`src/verilog/debug_flash_pkg.sv`:
```
// Purpose: shared constants and types for the debug flash programming registers
// Assumes: 8-bit link registers selected through a register select byte
// Notes: link frames are sampled on rising edges of the host-driven link clock
//
// Notes on behaviour
// [RULE1] host loads select, then data commands target it
// [RULE2] select 0x00 reads fixed read-only part identity
// [RULE3] select 0x01 reads read-only silicon revision
// [RULE4] write 0x02 then 0x01 unlocks programming
// [RULE5] programming stays unlocked until system reset
// [RULE6] select 0xB4 carries commands, addresses, data
// [RULE7] code 0x06 block read, 0x07 block write
// [RULE8] code 0x08 page erase, 0x03 device erase
// [RULE9] host talks over the link while halted
// [RULE10] halted device stalls peripherals and program
// [RULE11] halted: reset pin clocks, shared pin data
// [RULE12] user input on data pin holds while halted
// [RULE13] application uses reset pin as input only
// [RULE14] writes to identity and revision are ignored
`default_nettype none

package debug_flash_pkg;

    // ----------------------------------------------------------------
    // register select values
    // ----------------------------------------------------------------
    localparam logic [7:0] SEL_PART_IDENTITY = 8'h00;
    localparam logic [7:0] SEL_SILICON_REVISION = 8'h01;
    localparam logic [7:0] SEL_PROGRAM_UNLOCK = 8'h02;
    localparam logic [7:0] SEL_PROGRAM_DATA = 8'hB4;

    // ----------------------------------------------------------------
    // reset values
    // ----------------------------------------------------------------
    localparam logic [7:0] SELECT_RESET = 8'h00;
    localparam logic [7:0] UNLOCK_CTRL_RESET = 8'h00;
    localparam logic [7:0] PROGRAM_DATA_RESET = 8'h00;
    localparam logic [7:0] REVISION_RESET = 8'h00;

    // ----------------------------------------------------------------
    // unlock keys and flash command codes
    // ----------------------------------------------------------------
    localparam logic [7:0] UNLOCK_KEY_FIRST = 8'h02;
    localparam logic [7:0] UNLOCK_KEY_SECOND = 8'h01;
    localparam logic [7:0] CMD_BLOCK_READ = 8'h06;
    localparam logic [7:0] CMD_BLOCK_WRITE = 8'h07;
    localparam logic [7:0] CMD_PAGE_ERASE = 8'h08;
    localparam logic [7:0] CMD_DEVICE_ERASE = 8'h03;

    // ----------------------------------------------------------------
    // link frame layout: start bit low, 2 instruction bits, 8 data bits
    // ----------------------------------------------------------------
    localparam logic [1:0] INS_DATA_READ = 2'h0;
    localparam logic [1:0] INS_DATA_WRITE = 2'h1;
    localparam logic [1:0] INS_SELECT_READ = 2'h2;
    localparam logic [1:0] INS_SELECT_WRITE = 2'h3;
    localparam logic [3:0] INSTR_LAST_BIT = 4'h1;
    localparam logic [3:0] DATA_LAST_BIT = 4'h7;

    // decoded flash operation
    typedef enum logic [2:0] {
        FLASH_NONE,
        FLASH_BLOCK_READ,
        FLASH_BLOCK_WRITE,
        FLASH_PAGE_ERASE,
        FLASH_DEVICE_ERASE
    } flash_op_e;

endpackage : debug_flash_pkg

`default_nettype wire

```
`src/verilog/prog_data_if.sv`:
```
// Purpose: carries program data register traffic between link logic and decoder
// Assumes: all signals on the core clock
// Notes: wr_stb is a one-cycle pulse with wr_byte valid alongside
`timescale 1ns/10ps
`default_nettype none

interface prog_data_if;
    logic wr_stb;        // host wrote the program data register
    logic [7:0] wr_byte; // byte written by the host
    logic unlocked;      // programming mode is enabled
    logic [7:0] rd_byte; // current program data register contents

    modport link (output wr_stb, output wr_byte, output unlocked, input rd_byte);
    modport decoder (input wr_stb, input wr_byte, input unlocked, output rd_byte);
endinterface : prog_data_if

`default_nettype wire

```
`src/verilog/debug_flash_program_regs.sv`:
```
// Purpose: device-side registers of the two-wire debug and programming link
// Assumes: link clock and data arrive from outside and are synchronised here
// Notes: frames are accepted only while the core is halted
`timescale 1ns/10ps
`default_nettype none

module debug_flash_program_regs
    import debug_flash_pkg::*;
#(
    parameter logic [7:0] PART_IDENTITY = 8'h5A // arbitrary identity value
) (
    input wire logic i_clk,
    input wire logic i_reset,
    input wire logic i_core_halted,
    input wire logic [7:0] i_silicon_revision,
    input wire logic i_link_clk,
    input wire logic i_link_data,
    output logic o_link_data,
    output logic o_link_data_oe,
    output logic o_reset_pin_is_link,
    output logic o_stall_all,
    output logic o_prog_enabled,
    output logic o_flash_op_stb,
    output flash_op_e o_flash_op,
    output logic o_flash_arg_stb,
    output logic [7:0] o_flash_arg,
    input wire logic i_flash_resp_valid,
    input wire logic [7:0] i_flash_resp,
    input wire logic i_flash_done
);

    // ----------------------------------------------------------------
    // pin synchronisers
    // ----------------------------------------------------------------
    logic [2:0] clk_sync_q, clk_sync_d;   // [0] is the metastable stage
    logic [1:0] data_sync_q, data_sync_d; // [0] is the metastable stage
    logic link_rise;                      // rising edge of link clock
    logic link_din;                       // synchronised data level

    // shift pins in; stage 0 only ever feeds stage 1
    always_comb begin
        clk_sync_d = {clk_sync_q[1:0], i_link_clk};
        data_sync_d = {data_sync_q[0], i_link_data};
    end

    always_ff @(posedge i_clk or posedge i_reset) begin
        if (i_reset) begin
            clk_sync_q <= 3'h0;
            data_sync_q <= 2'h3;
        end else begin
            clk_sync_q <= clk_sync_d;
            data_sync_q <= data_sync_d;
        end
    end

    // edge found between stages 1 and 2, never from stage 0
    assign link_rise = clk_sync_q[1] && !clk_sync_q[2];
    assign link_din = data_sync_q[1];

    // ----------------------------------------------------------------
    // revision capture after reset
    // ----------------------------------------------------------------
    logic [7:0] rev_q, rev_d; // silicon revision as seen by the link
    logic rev_taken_q, rev_taken_d;

    // straps are caught once, after release, never loaded by the reset itself
    always_comb begin
        rev_d = rev_q;
        rev_taken_d = 1'b1;
        if (!rev_taken_q) begin
            rev_d = i_silicon_revision; // [RULE3]
        end
    end

    always_ff @(posedge i_clk or posedge i_reset) begin
        if (i_reset) begin
            rev_q <= REVISION_RESET;
            rev_taken_q <= 1'b0;
        end else begin
            rev_q <= rev_d;
            rev_taken_q <= rev_taken_d;
        end
    end

    // ----------------------------------------------------------------
    // link frame engine and registers
    // ----------------------------------------------------------------
    typedef enum logic [1:0] {LINK_IDLE, LINK_INSTR, LINK_WDATA, LINK_RDATA} link_state_e;
    typedef enum logic [1:0] {UNLOCK_IDLE, UNLOCK_ARMED, UNLOCK_OPEN} unlock_e;

    link_state_e state_q, state_d;
    logic [3:0] bit_cnt_q, bit_cnt_d;  // bits taken in this phase
    logic [1:0] ins_q, ins_d;          // instruction, lsb first
    logic [7:0] shift_q, shift_d;      // data shifter, lsb first
    logic [7:0] sel_q, sel_d;          // register select
    logic [7:0] ctrl_q, ctrl_d;        // last unlock control write
    unlock_e unlock_q, unlock_d;
    logic oe_q, oe_d;                  // link data driven by device
    logic wr_stb_q, wr_stb_d;          // program data write pulse
    logic [7:0] wr_byte_q, wr_byte_d;
    logic [7:0] write_byte;            // byte complete on this edge
    logic commit;                      // write frame finishes now

    prog_data_if pd ();

    // value returned for a data read of the selected register
    function automatic logic [7:0] read_value(input logic [7:0] sel,
                                              input logic [7:0] rev,
                                              input logic [7:0] ctrl,
                                              input logic [7:0] pdat);
        unique case (sel)
            SEL_PART_IDENTITY: read_value = PART_IDENTITY; // [RULE2]
            SEL_SILICON_REVISION: read_value = rev;        // [RULE3]
            SEL_PROGRAM_UNLOCK: read_value = ctrl;
            SEL_PROGRAM_DATA: read_value = pdat;           // [RULE6]
            default: read_value = 8'h00;
        endcase
    endfunction : read_value

    assign write_byte = {link_din, shift_q[7:1]};
    assign commit = (state_q == LINK_WDATA) && link_rise && (bit_cnt_q == DATA_LAST_BIT);

    // next-state for the frame engine and every register behind it
    always_comb begin
        state_d = state_q;
        bit_cnt_d = bit_cnt_q;
        ins_d = ins_q;
        shift_d = shift_q;
        sel_d = sel_q;
        ctrl_d = ctrl_q;
        unlock_d = unlock_q;
        oe_d = oe_q;
        wr_stb_d = 1'b0;
        wr_byte_d = wr_byte_q;
        if (!i_core_halted) begin
            // pins belong to the application: drop any frame in flight
            state_d = LINK_IDLE; // [RULE11]
            oe_d = 1'b0;
        end else if (link_rise) begin
            unique case (state_q)
                LINK_IDLE: begin
                    // start bit is a low level on a rising edge
                    if (!link_din) begin
                        state_d = LINK_INSTR;
                        bit_cnt_d = 4'h0;
                    end
                end
                LINK_INSTR: begin
                    ins_d = {link_din, ins_q[1]};
                    bit_cnt_d = bit_cnt_q + 4'h1;
                    if (bit_cnt_q == INSTR_LAST_BIT) begin
                        bit_cnt_d = 4'h0;
                        if ({link_din, ins_q[1]} == INS_SELECT_READ) begin
                            shift_d = sel_q;
                            oe_d = 1'b1;
                            state_d = LINK_RDATA;
                        end else if ({link_din, ins_q[1]} == INS_DATA_READ) begin
                            shift_d = read_value(sel_q, rev_q, ctrl_q, pd.rd_byte); // [RULE1]
                            oe_d = 1'b1;
                            state_d = LINK_RDATA;
                        end else begin
                            state_d = LINK_WDATA;
                        end
                    end
                end
                LINK_WDATA: begin
                    shift_d = write_byte;
                    bit_cnt_d = bit_cnt_q + 4'h1;
                    if (bit_cnt_q == DATA_LAST_BIT) begin
                        state_d = LINK_IDLE;
                    end
                end
                LINK_RDATA: begin
                    // host sampled the current bit on this edge
                    shift_d = {1'b0, shift_q[7:1]};
                    bit_cnt_d = bit_cnt_q + 4'h1;
                    if (bit_cnt_q == DATA_LAST_BIT) begin
                        oe_d = 1'b0;
                        state_d = LINK_IDLE;
                    end
                end
            endcase
        end
        if (commit && i_core_halted) begin
            if (ins_q == INS_SELECT_WRITE) begin
                sel_d = write_byte; // [RULE1]
            end else begin
                // identity and revision have no storage, so writes fall away
                unique case (sel_q)
                    SEL_PROGRAM_UNLOCK: begin
                        ctrl_d = write_byte;
                        // once open, only a system reset closes it
                        if (unlock_q != UNLOCK_OPEN) begin // [RULE5]
                            if (unlock_q == UNLOCK_ARMED && write_byte == UNLOCK_KEY_SECOND) begin
                                unlock_d = UNLOCK_OPEN; // [RULE4]
                            end else if (write_byte == UNLOCK_KEY_FIRST) begin
                                unlock_d = UNLOCK_ARMED; // [RULE4]
                            end else begin
                                unlock_d = UNLOCK_IDLE;
                            end
                        end
                    end
                    SEL_PROGRAM_DATA: begin
                        wr_stb_d = 1'b1; // [RULE6]
                        wr_byte_d = write_byte;
                    end
                    default: begin
                        ctrl_d = ctrl_q; // [RULE14]
                    end
                endcase
            end
        end
    end

    // registers for the frame engine
    always_ff @(posedge i_clk or posedge i_reset) begin
        if (i_reset) begin
            state_q <= LINK_IDLE;
            bit_cnt_q <= 4'h0;
            ins_q <= 2'h0;
            shift_q <= 8'h00;
            sel_q <= SELECT_RESET;
            ctrl_q <= UNLOCK_CTRL_RESET;
            unlock_q <= UNLOCK_IDLE;
            oe_q <= 1'b0;
            wr_stb_q <= 1'b0;
            wr_byte_q <= PROGRAM_DATA_RESET;
        end else begin
            state_q <= state_d;
            bit_cnt_q <= bit_cnt_d;
            ins_q <= ins_d;
            shift_q <= shift_d;
            sel_q <= sel_d;
            ctrl_q <= ctrl_d;
            unlock_q <= unlock_d;
            oe_q <= oe_d;
            wr_stb_q <= wr_stb_d;
            wr_byte_q <= wr_byte_d;
        end
    end

    // ----------------------------------------------------------------
    // outputs and flash command decoder
    // ----------------------------------------------------------------
    assign pd.wr_stb = wr_stb_q;
    assign pd.wr_byte = wr_byte_q;
    assign pd.unlocked = (unlock_q == UNLOCK_OPEN);

    assign o_link_data = shift_q[0];
    assign o_link_data_oe = oe_q && i_core_halted;           // [RULE11]
    assign o_reset_pin_is_link = i_core_halted;              // [RULE11]
    // programming keeps the core stalled too, as it needs a reset to resume
    assign o_stall_all = i_core_halted || (unlock_q == UNLOCK_OPEN); // [RULE10]
    assign o_prog_enabled = (unlock_q == UNLOCK_OPEN);

    flash_cmd_decoder u_decoder (
        .i_clk(i_clk),
        .i_reset(i_reset),
        .bus(pd.decoder),
        .o_flash_op_stb(o_flash_op_stb),
        .o_flash_op(o_flash_op),
        .o_flash_arg_stb(o_flash_arg_stb),
        .o_flash_arg(o_flash_arg),
        .i_flash_resp_valid(i_flash_resp_valid),
        .i_flash_resp(i_flash_resp),
        .i_flash_done(i_flash_done)
    );
endmodule : debug_flash_program_regs

`default_nettype wire

```
`src/verilog/flash_cmd_decoder.sv`:
```
// Purpose: holds the program data register and decodes flash commands
// Assumes: host writes arrive as single-cycle strobes on the core clock
// Notes: commands are acted on only while programming is unlocked
`timescale 1ns/10ps
`default_nettype none

module flash_cmd_decoder
    import debug_flash_pkg::*;
(
    input wire logic i_clk,
    input wire logic i_reset,
    prog_data_if.decoder bus,
    output logic o_flash_op_stb,
    output flash_op_e o_flash_op,
    output logic o_flash_arg_stb,
    output logic [7:0] o_flash_arg,
    input wire logic i_flash_resp_valid,
    input wire logic [7:0] i_flash_resp,
    input wire logic i_flash_done
);

    // ----------------------------------------------------------------
    // state
    // ----------------------------------------------------------------
    typedef enum logic {WAIT_CMD, TAKE_ARGS} dec_state_e;
    dec_state_e state_q, state_d;
    logic [7:0] data_q, data_d;       // program data register
    logic op_stb_q, op_stb_d;
    flash_op_e op_q, op_d;
    logic arg_stb_q, arg_stb_d;
    logic [7:0] arg_q, arg_d;

    // maps a written code onto a flash operation
    function automatic flash_op_e decode(input logic [7:0] code);
        unique case (code)
            CMD_BLOCK_READ: decode = FLASH_BLOCK_READ;     // [RULE7]
            CMD_BLOCK_WRITE: decode = FLASH_BLOCK_WRITE;   // [RULE7]
            CMD_PAGE_ERASE: decode = FLASH_PAGE_ERASE;     // [RULE8]
            CMD_DEVICE_ERASE: decode = FLASH_DEVICE_ERASE; // [RULE8]
            default: decode = FLASH_NONE;
        endcase
    endfunction : decode

    // next-state: host write beats a flash response landing the same cycle
    always_comb begin
        state_d = state_q;
        data_d = data_q;
        op_stb_d = 1'b0;
        op_d = op_q;
        arg_stb_d = 1'b0;
        arg_d = arg_q;
        if (i_flash_done) begin
            state_d = WAIT_CMD;
        end
        if (i_flash_resp_valid) begin
            data_d = i_flash_resp; // [RULE6]
        end
        if (bus.wr_stb) begin
            data_d = bus.wr_byte; // [RULE6]
            if (bus.unlocked) begin
                if (state_q == WAIT_CMD) begin
                    op_d = decode(bus.wr_byte);
                    // unknown codes are stored but start nothing
                    if (decode(bus.wr_byte) != FLASH_NONE) begin
                        op_stb_d = 1'b1;
                        state_d = TAKE_ARGS;
                    end
                end else begin
                    // addresses and data bytes follow the command
                    arg_stb_d = 1'b1; // [RULE6]
                    arg_d = bus.wr_byte;
                end
            end
        end
    end

    // registers
    always_ff @(posedge i_clk or posedge i_reset) begin
        if (i_reset) begin
            state_q <= WAIT_CMD;
            data_q <= PROGRAM_DATA_RESET;
            op_stb_q <= 1'b0;
            op_q <= FLASH_NONE;
            arg_stb_q <= 1'b0;
            arg_q <= PROGRAM_DATA_RESET;
        end else begin
            state_q <= state_d;
            data_q <= data_d;
            op_stb_q <= op_stb_d;
            op_q <= op_d;
            arg_stb_q <= arg_stb_d;
            arg_q <= arg_d;
        end
    end

    assign bus.rd_byte = data_q;
    assign o_flash_op_stb = op_stb_q;
    assign o_flash_op = op_q;
    assign o_flash_arg_stb = arg_stb_q;
    assign o_flash_arg = arg_q;
endmodule : flash_cmd_decoder

`default_nettype wire

```
`config.mk`:
```
export PLATFORM = sky130hd
export DESIGN_NAME = debug_flash_program_regs
export DESIGN_NICKNAME = d
export VERILOG_FILES = /design/src/verilog/debug_flash_pkg.sv /design/src/verilog/prog_data_if.sv /design/src/verilog/debug_flash_program_regs.sv /design/src/verilog/flash_cmd_decoder.sv
export SDC_FILE = /design/constraint.sdc
export NUM_CORES = 1
export LEC_CHECK = 0
export BUFFER_PORTS_ARGS = -buffer_cell sky130_fd_sc_hd__buf_4
export CORE_UTILIZATION = 45
export CTS_BUF_LIST = sky130_fd_sc_hd__clkbuf_8
export DETAILED_ROUTE_END_ITERATION = 12
export GPL_TIMING_DRIVEN = 0
export PLACE_DENSITY = 0.67
export SLEW_MARGIN = 20
export SYNTH_ARGS = -nofsm -noshare
export SYNTH_HDL_FRONTEND = slang
export SYNTH_SLANG_ARGS = --single-unit
export TNS_END_PERCENT = 30
```
`constraint.sdc`:
```
create_clock -name i_clk -period 3.3 [get_ports i_clk]
set_input_delay 0.165 -clock i_clk [delete_from_list [all_inputs] [get_ports i_clk]]
set_output_delay 0.165 -clock i_clk [all_outputs]
set_load 0.01 [all_outputs]
```
==> results of run 1 <==
==> worst paths after layout <==
kind                                       start                       end  slack, ns  cells past startpoint
max in group asynchronous                i_reset  u_decoder.o_flash_arg[5]       2.35                      4
min in group asynchronous                i_reset              bit_cnt_q[0]       0.38                      3
setup reg to reg                    bit_cnt_q[1]                shift_q[4]       0.83                      7
hold / removal             i_silicon_revision[7]                  rev_q[7]       0.04                      2
setup / recovery                    bit_cnt_q[1]                shift_q[4]       0.83                      7
hold reg to reg                    clk_sync_q[0]             clk_sync_q[1]       0.36                      0
==> cell usage in the layout (no fill, tap or decap), types with 9 or more instances in the layout <==
master	netlist	final
nand2_1	25	25
buf_4	2	40
inv_1	11	10
dfrtp_1	78	78
mux2i_1	13	13
clkbuf_1	10	10
nor2b_1	12	12
clkbuf_8	0	9
nand3_1	10	10
nand2b_1	12	12
mux2_2	44	44
o21ai_0	27	27
==> routing by layer <==
metal	vias to the layer above	global-route usage (%)	share of wire (%)
met1	1386	29.6	47
met2	63	31.3	47
met3	12	4.61	4.5
li1	1328	-	-
met4	0	6.54	1.6
met5	-	0	0
==> worst reg2reg max path, cell delays in order (launching register included) <==
cell      delay [ns]
dfrtp_1         0.41
inv_1           0.08
ha_1            0.14
nor3b_1         0.59
o221a_2         0.30
buf_1           0.37
o211ai_1        0.26
o21ai_0         0.23
==> state kept, by name, indices dropped and copies added (netlist names), 3 cells and up <==
register / cells
rev_q: 8
clk_sync_q: 3
u_decoder.o_flash_op: 3
sel_q: 8
ctrl_q: 8
u_decoder.bus.rd_byte: 8
u_decoder.o_flash_arg: 8
bit_cnt_q: 4
pd.wr_byte: 8
shift_q: 8
==> power by group through the flow <==
stage	logic [mW]	registers, mW	clock network [mW]
after floorplan	0.126	1.11	0
after global placement	0.178	1.16	0
after detailed placement	0.188	1.16	0
after CTS	0.193	1.14	0.685
after global routing	0.219	1.15	0.732
final	0.191	1.14	0.666
==> timing repair <==
item                                   CTS  global route
buffers inserted                         0             0
endpoints found under the hold margin   34             0
hold buffers                             4             0
==> final cells by class <==
| type | count | area, um2 |
|---|---|---|
| clock inverter | 7 | 55.1 |
| multi-input combinational | 227 | 1660 |
| inverter | 12 | 47.5 |
| clock buffer | 9 | 124 |
| sequential | 80 | 2000 |
| fill | 738 | 3720 |
| buffer | 18 | 86.3 |
| timing repair buffer | 43 | 353 |
| tap | 105 | 131 |
==> through the flow <==
step | total power, mW | util, % | worst slack [ns] | hold slack [ns]
after floorplan | 1.24 | - | 1.09 | 0.169
after global placement | 1.34 | 51.5 | 0.0984 | 0.274
after detailed placement | 1.35 | 51.9 | 0.904 | 0.219
after CTS | 2.02 | 54.5 | 0.856 | 0.0270
after global routing | 2.10 | 54.5 | 0.637 | 0.0247
final | 2.00 | 54.5 | 0.830 | 0.0363
==> cells by family (layout without fill, tap and decap cells) <==
| logic type | count (synthesis) | in the layout | share of synthesized area, % |
|---|---|---|---|
| and+or+nand+nor | 99 | 99 | 14.7 |
| DFF | 80 | 80 | 52.8 |
| AOI/OAI and AO/OA | 67 | 67 | 11.5 |
| muxes | 57 | 57 | 16.5 |
| buffers and inverters | 30 | 89 | 3.46 |
| adders and majority gates | 2 | 2 | 0.660 |
| other | 1 | 1 | 0.0988 |
| xor gates and xnor gates | 1 | 1 | 0.231 |
==> metrics.md, run 1 <==
| Metric | Value |
|---|---|
| Status | complete, no violations |
| Leak | 2.03 nW |
| Combinational Power Share | 9.5% |
| Clock Root Buffer | clkbuf_8 |
| DP Cell Count | 481 |
| Top post-synthesis cells by area | dfrtp_1, mux2_2, o21ai_0, mux2i_1, nand2_1 |
| Cells along the critical path | inv_1 -> ha_1 -> nor3b_1 -> o221a_2 -> buf_1 -> o211ai_1 -> o21ai_0 |
| Yosys top cell by area | dfrtp_1 |
| Area Overhead vs Synth | 17.5% |
| DRT Pass-1 Iters | 4 |
| Switching share of total power | 29.0% |
| Initial antenna violation count | 0 |
| Data required, critical path | 3.56 ns |
| Crit-path slowest cell | nor3b_1 |
| Clk Latency, worst-skew pair | 0.36 ns |
| Period utilization | 74.9% |
| VDD IR max | 219 uV |
| Drt wl/cell | 16.5 um |
| Final Skew | 0.0136 ns |
| IO buf count | 38 |
| Worst Path Arrival | 2.73 ns |
| Fraction of layout cells with a size suffix above 1 | 29.3% |
| Final hold vios | 0 |
| Resize count post-CTS | 0 |
| # Max-Cap Violations | 0 |
| Most frequent cell after synthesis | dfrtp_1 |
| Nets | 416 |
| Kind of critical path | reg -> reg |
| Critical path's largest stage delay | 0.59 ns |
| Flop pwr share | 57.2% |
| Ys Warns | 0 |
| Final global-route overflow total | 0 |
| CTS tree | built |
| Post-synth EDFFs | 0 |
| Achievable Freq | 405 MHz |
| First-pass GRT wire length | 13.8 mm |
| Net Switching | 0.579 mW |
| CP Launch Type | flip-flop |
| Vias per Instance | 5.57 |
| Worst-Margin Slew | 0.772 ns |
| Initial core utilization | 46.4% |
| Core area | 0.00818 mm2 |
| Slew Viols, Final | 0 |
| # diodes | 0 |
| WL final | 8.28 mm |
| Io pins | 41 |
| DRT antenna net count | 0 |
| Placer Congestion | 0.861 |
| Placed wire-length estimate | 5.87 mm |
| Area after DPL | 0.00424 mm2 |
| Non-Filler Instances | 501 |
| Die extent in x | 93.8 um |
| Sequential element share of the synthesized area | 52.8% |
| Final setup fails | 0 |
| Synthesized flop and latch total | 80 |
| Clk buf depth | 2 |
| Worst-path fanout max | 8 |
| FP Rows | 33 |
| DRC violations left | 0 |
| Power density over cell area | 448 mW/mm2 |
| Synth Cell Area | 0.00379 mm2 |
| Setup TNS | 0 ns |
| Unrepaired setup endpoints after global routing | no |
| Clock group share of total power | 33.3% |
| DR iter-0 viols | 223 |
| Die area | 0.00880 mm2 |
| Sink Count | 80 |
| Total CTS buffers | 9 |
| Power Internal | 1.42 mW |
| Synth unique cells | 54 |
| Vias in the first global route | 2671 |
| Final critical-path required period | 2.47 ns |
| Via Count | 2789 |
| Post-Syn Instances | 337 |
| CP endpoint kind | flip-flop |
| Pin count of the biggest net entering global routing | 48 |
| Synth Area per Inst | 11.3 um2 |
| Final instance area | 0.00446 mm2 |
| Most frequent cells after synthesis | dfrtp_1, mux2_2, o21ai_0 |
| Area share of the largest cell type after synthesis | 51.5% |
| Synth Net Count | 362 |
| H-tree levels | 3 |
| Reg clk slew, reported paths | 0.08 ns |
| Asr flop ratio synth | 100% |
| DIE HEIGHT | 93.8 um |
| WP buf/inv | 2 |
| GRT Total Usage | 20.8% |
| Top FF cell, synth | dfrtp_1 |
| Worst min path class | in -> reg |
| Slew margin rel. | 47.2% |
| CP delay by family, top | compound AO/OA/AOI/OAI gates |
Note: power is estimated with default switching activity, not from simulation.
==> run 2: changes to the inputs <==
--- a/config.mk
+++ b/config.mk
@@ -10,7 +10,7 @@
 export CTS_BUF_LIST = sky130_fd_sc_hd__clkbuf_8
 export DETAILED_ROUTE_END_ITERATION = 12
 export GPL_TIMING_DRIVEN = 0
-export PLACE_DENSITY = 0.67
+export PLACE_DENSITY = 0.69
 export SLEW_MARGIN = 20
 export SYNTH_ARGS = -nofsm -noshare
 export SYNTH_HDL_FRONTEND = slang
==> constraint.sdc (replaced) <==
create_clock -name i_clk -period 2 [get_ports i_clk]
set_input_delay 0.1 -clock i_clk [delete_from_list [all_inputs] [get_ports i_clk]]
set_output_delay 0.1 -clock i_clk [all_outputs]
set_load 0.01 [all_outputs]
==> metrics.md, run 2 (synthesized netlist as in run 1, its figures left out) <==
| Metric | Value |
|---|---|
| Status | finished with violations |
| Failing checks | setup timing |
| Commonest non-fill, non-tap cell in the layout | dfrtp_1 |
| WHS | 0.0305 ns (-0.00577 ns) |
| Worst min path class | in -> reg |
| Worst r2r path cells | 5 (-2) |
| Final setup fails | 10 (+10) |
| CP Launch Type | flip-flop |
| Final critical-path required period | 2.06 ns (-0.415 ns) |
| Crit-path slowest cell | or4_4 |
| Area Overhead vs Synth | 25.2% |
| Hold path startpoint | i_flash_resp[0] |
| Data required, critical path | 2.25 ns (-1.31 ns) |
| Worst-path fanout max | 7 (-1) |
| Kind of critical path | reg -> reg |
| IO buf count | 38 (unchanged) |
| Final core utilization | 58.1% (+3.6 points) |
| Hold depth | 3 (+1) |
| # diodes | 0 (unchanged) |
| Placer Congestion | 0.892 (+3.7%) |
| Power density over cell area | 774 mW/mm2 (+73%) |
| DRT antenna net count | 0 (unchanged) |
| Commonest non-fill, non-tap cells in the layout | dfrtp_1, buf_4, mux2_2 |
| Reg clk slew, reported paths | 0.08 ns (about the same) |
| Critical path's largest stage delay | 0.59 ns (about the same) |
| CP delay by family, top | simple AND/OR/NAND/NOR gates |
| R2R setup slack | -0.06 ns (-0.89 ns) |
| Total CTS buffers | 9 (unchanged) |
| Achievable Freq | 487 MHz (+20%) |
| FF-to-FF End | ctrl_q[6] |
| Setup TNS | -0.470 ns (-0.470 ns) |
| First-pass GRT wire length | 14.2 mm (+2.6%) |
| Initial antenna violation count | 0 (unchanged) |
| DRC violations left | 0 (unchanged) |
| Pin count of the biggest net entering global routing | 34 (-29%) |
| Die extent in x | 93.8 um (unchanged) |
| Sink Count | 80 (unchanged) |
| Total power | 3.67 mW (+84%) |
| Switching share of total power | 25.9% (-3.1 points) |
| Power Internal | 2.72 mW (+92%) |
| Placed wire-length estimate | 5.85 mm (-0.32%) |
| Final global-route overflow total | 0 (unchanged) |
| Via Count | 2892 (+3.7%) |
| Vias in the first global route | 2721 (+1.9%) |
| Setup ws final | -0.0553 ns (-0.885 ns) |
| WL final | 8.56 mm (+3.3%) |
| H-tree levels | 3 (unchanged) |
| Clk Latency, worst-skew pair | 0.36 ns (about the same) |
| Flop pwr share | 51.3% (-5.9 points) |
| Cells along the critical path | or4_4 -> or2_4 -> nor3b_4 -> buf_6 -> mux2_4 |
| Place WS | -0.265 ns (-1.17 ns) |
| Worst Path Arrival | 2.30 ns (-0.43 ns) |
| Layout fillers | 682 (-7.6%) |
| Die area | 0.00880 mm2 (unchanged) |
| Leak | 2.15 nW (+5.7%) |
| Fraction of layout cells with a size suffix above 1 | 32.0% (+2.7 points) |
| CP endpoint kind | flip-flop |
| Net Switching | 0.952 mW (+64%) |
| FP Rows | 33 (unchanged) |
| Nets | 430 (+3.4%) |
| CTS tree | built |
| Core area | 0.00818 mm2 (unchanged) |
| DIE HEIGHT | 93.8 um (unchanged) |
| Combinational Power Share | 9.1% (-0.4 points) |
| DRT Pass-1 Iters | 5 (+1) |
| Slew Viols, Final | 0 (unchanged) |
| Period utilization | 103% (+28 points) |
| Clock group share of total power | 39.5% (+6.2 points) |
| Clk buf depth | 2 (unchanged) |
| Vias per Instance | 5.62 (+0.87%) |
| Drt wl/cell | 16.6 um (+0.50%) |
| DR iter-0 viols | 222 (-0.45%) |
| Worst-Margin Slew | 0.812 ns (+0.0410 ns) |
| # Max-Cap Violations | 0 (unchanged) |
| VDD IR max | 519 uV (+140%) |
| Io pins | 41 (unchanged) |
| GRT Total Usage | 21.5% (+0.73 points) |
| WP buf/inv | 1 (-1) |
| Unrepaired setup endpoints after global routing | yes |
| Reg-to-Reg Start | sel_q[2] |
| Clock Root Buffer | clkbuf_8 |
| Slew margin rel. | 44.4% (-2.8 points) |
| Final Skew | 0.0105 ns (-0.00301 ns) |
| Endpoint, Worst Hold | u_decoder.bus.rd_byte[0] |
| Initial core utilization | 46.4% (unchanged) |
| Final hold vios | 0 (unchanged) |
## run 2: layout make-up
type | instances | area, um2 | share of cell area (%)
Buffer | 15 | 80.1 | 1.69
Clock buffer | 9 | 124 | 2.61
Clock inverter | 7 | 119 | 2.50
Inverter | 12 | 48.8 | 1.03
Multi-Input combinational cell | 227 | 1720 | 36.2
Sequential cell | 80 | 2000 | 42.2
Tap cell | 105 | 131 | 2.77
Timing Repair Buffer | 60 | 522 | 11.0
## run 2: routing by layer
| metal | up-vias | wire (um) | track usage (%) | share of wire [%] |
|---|---|---|---|---|
| met5 | - | 0 | 0 | 0 |
| met4 | 0 | 172 | 8.85 | 2.0 |
| met3 | 15 | 388 | 4.21 | 4.5 |
| met2 | 87 | 4040 | 32.1 | 47 |
| met1 | 1435 | 3960 | 30.5 | 46 |
| li1 | 1355 | - | - | - |
## run 2: power by group through the flow
stage               clock, mW  sequential, mW  combinational [mW]
floorplan                   0            1.84               0.208
global placement            0            1.91               0.295
detailed placement          0            1.91               0.314
CTS                      1.47            1.88               0.336
global route             1.54            1.91               0.379
finish                   1.45            1.89               0.336
## run 2: worst max-delay path by stage
stage / startpoint / end / slack [ns] / cells after the start
detailed placement: bit_cnt_q[1] / shift_q[6] / -0.27 / 7
floorplan: sel_q[2] / ctrl_q[0] / -0.02 / 6
finish: sel_q[2] / ctrl_q[6] / -0.06 / 5
CTS: sel_q[4] / ctrl_q[6] / -0.12 / 6
global placement: bit_cnt_q[1] / shift_q[4] / -0.27 / 7
global route: sel_q[2] / ctrl_q[1] / -0.11 / 5
## run 2: per-stage QoR
| step | area [um2] | std cells |
|---|---|---|
| 2_1_floorplan | 3800 | 337 |
| 3_3_place_gp | 4210 | 480 |
| 3_5_place_dp | 4250 | 482 |
| 4_1_cts | 4710 | 514 |
| 5_1_grt | 4750 | 515 |
| 6_report | 4750 | 515 |
## run 2: worst reg2reg max path, stage by stage (launching register included)
cell	delay [ns]
dfrtp_1	0.39
or4_4	0.59
or2_4	0.27
nor3b_4	0.22
buf_6	0.17
mux2_4	0.30
## run 2: what timing repair did
action | in CTS | in global routing
hold buffers | 12 | 0
buffers inserted | 4 | 3
gates cloned | 1 | 0
pin swaps | 4 | 2
resized for setup | 15 | 14
endpoints found under the setup margin | 26 | 24
hold endpoints to repair | 32 | 0
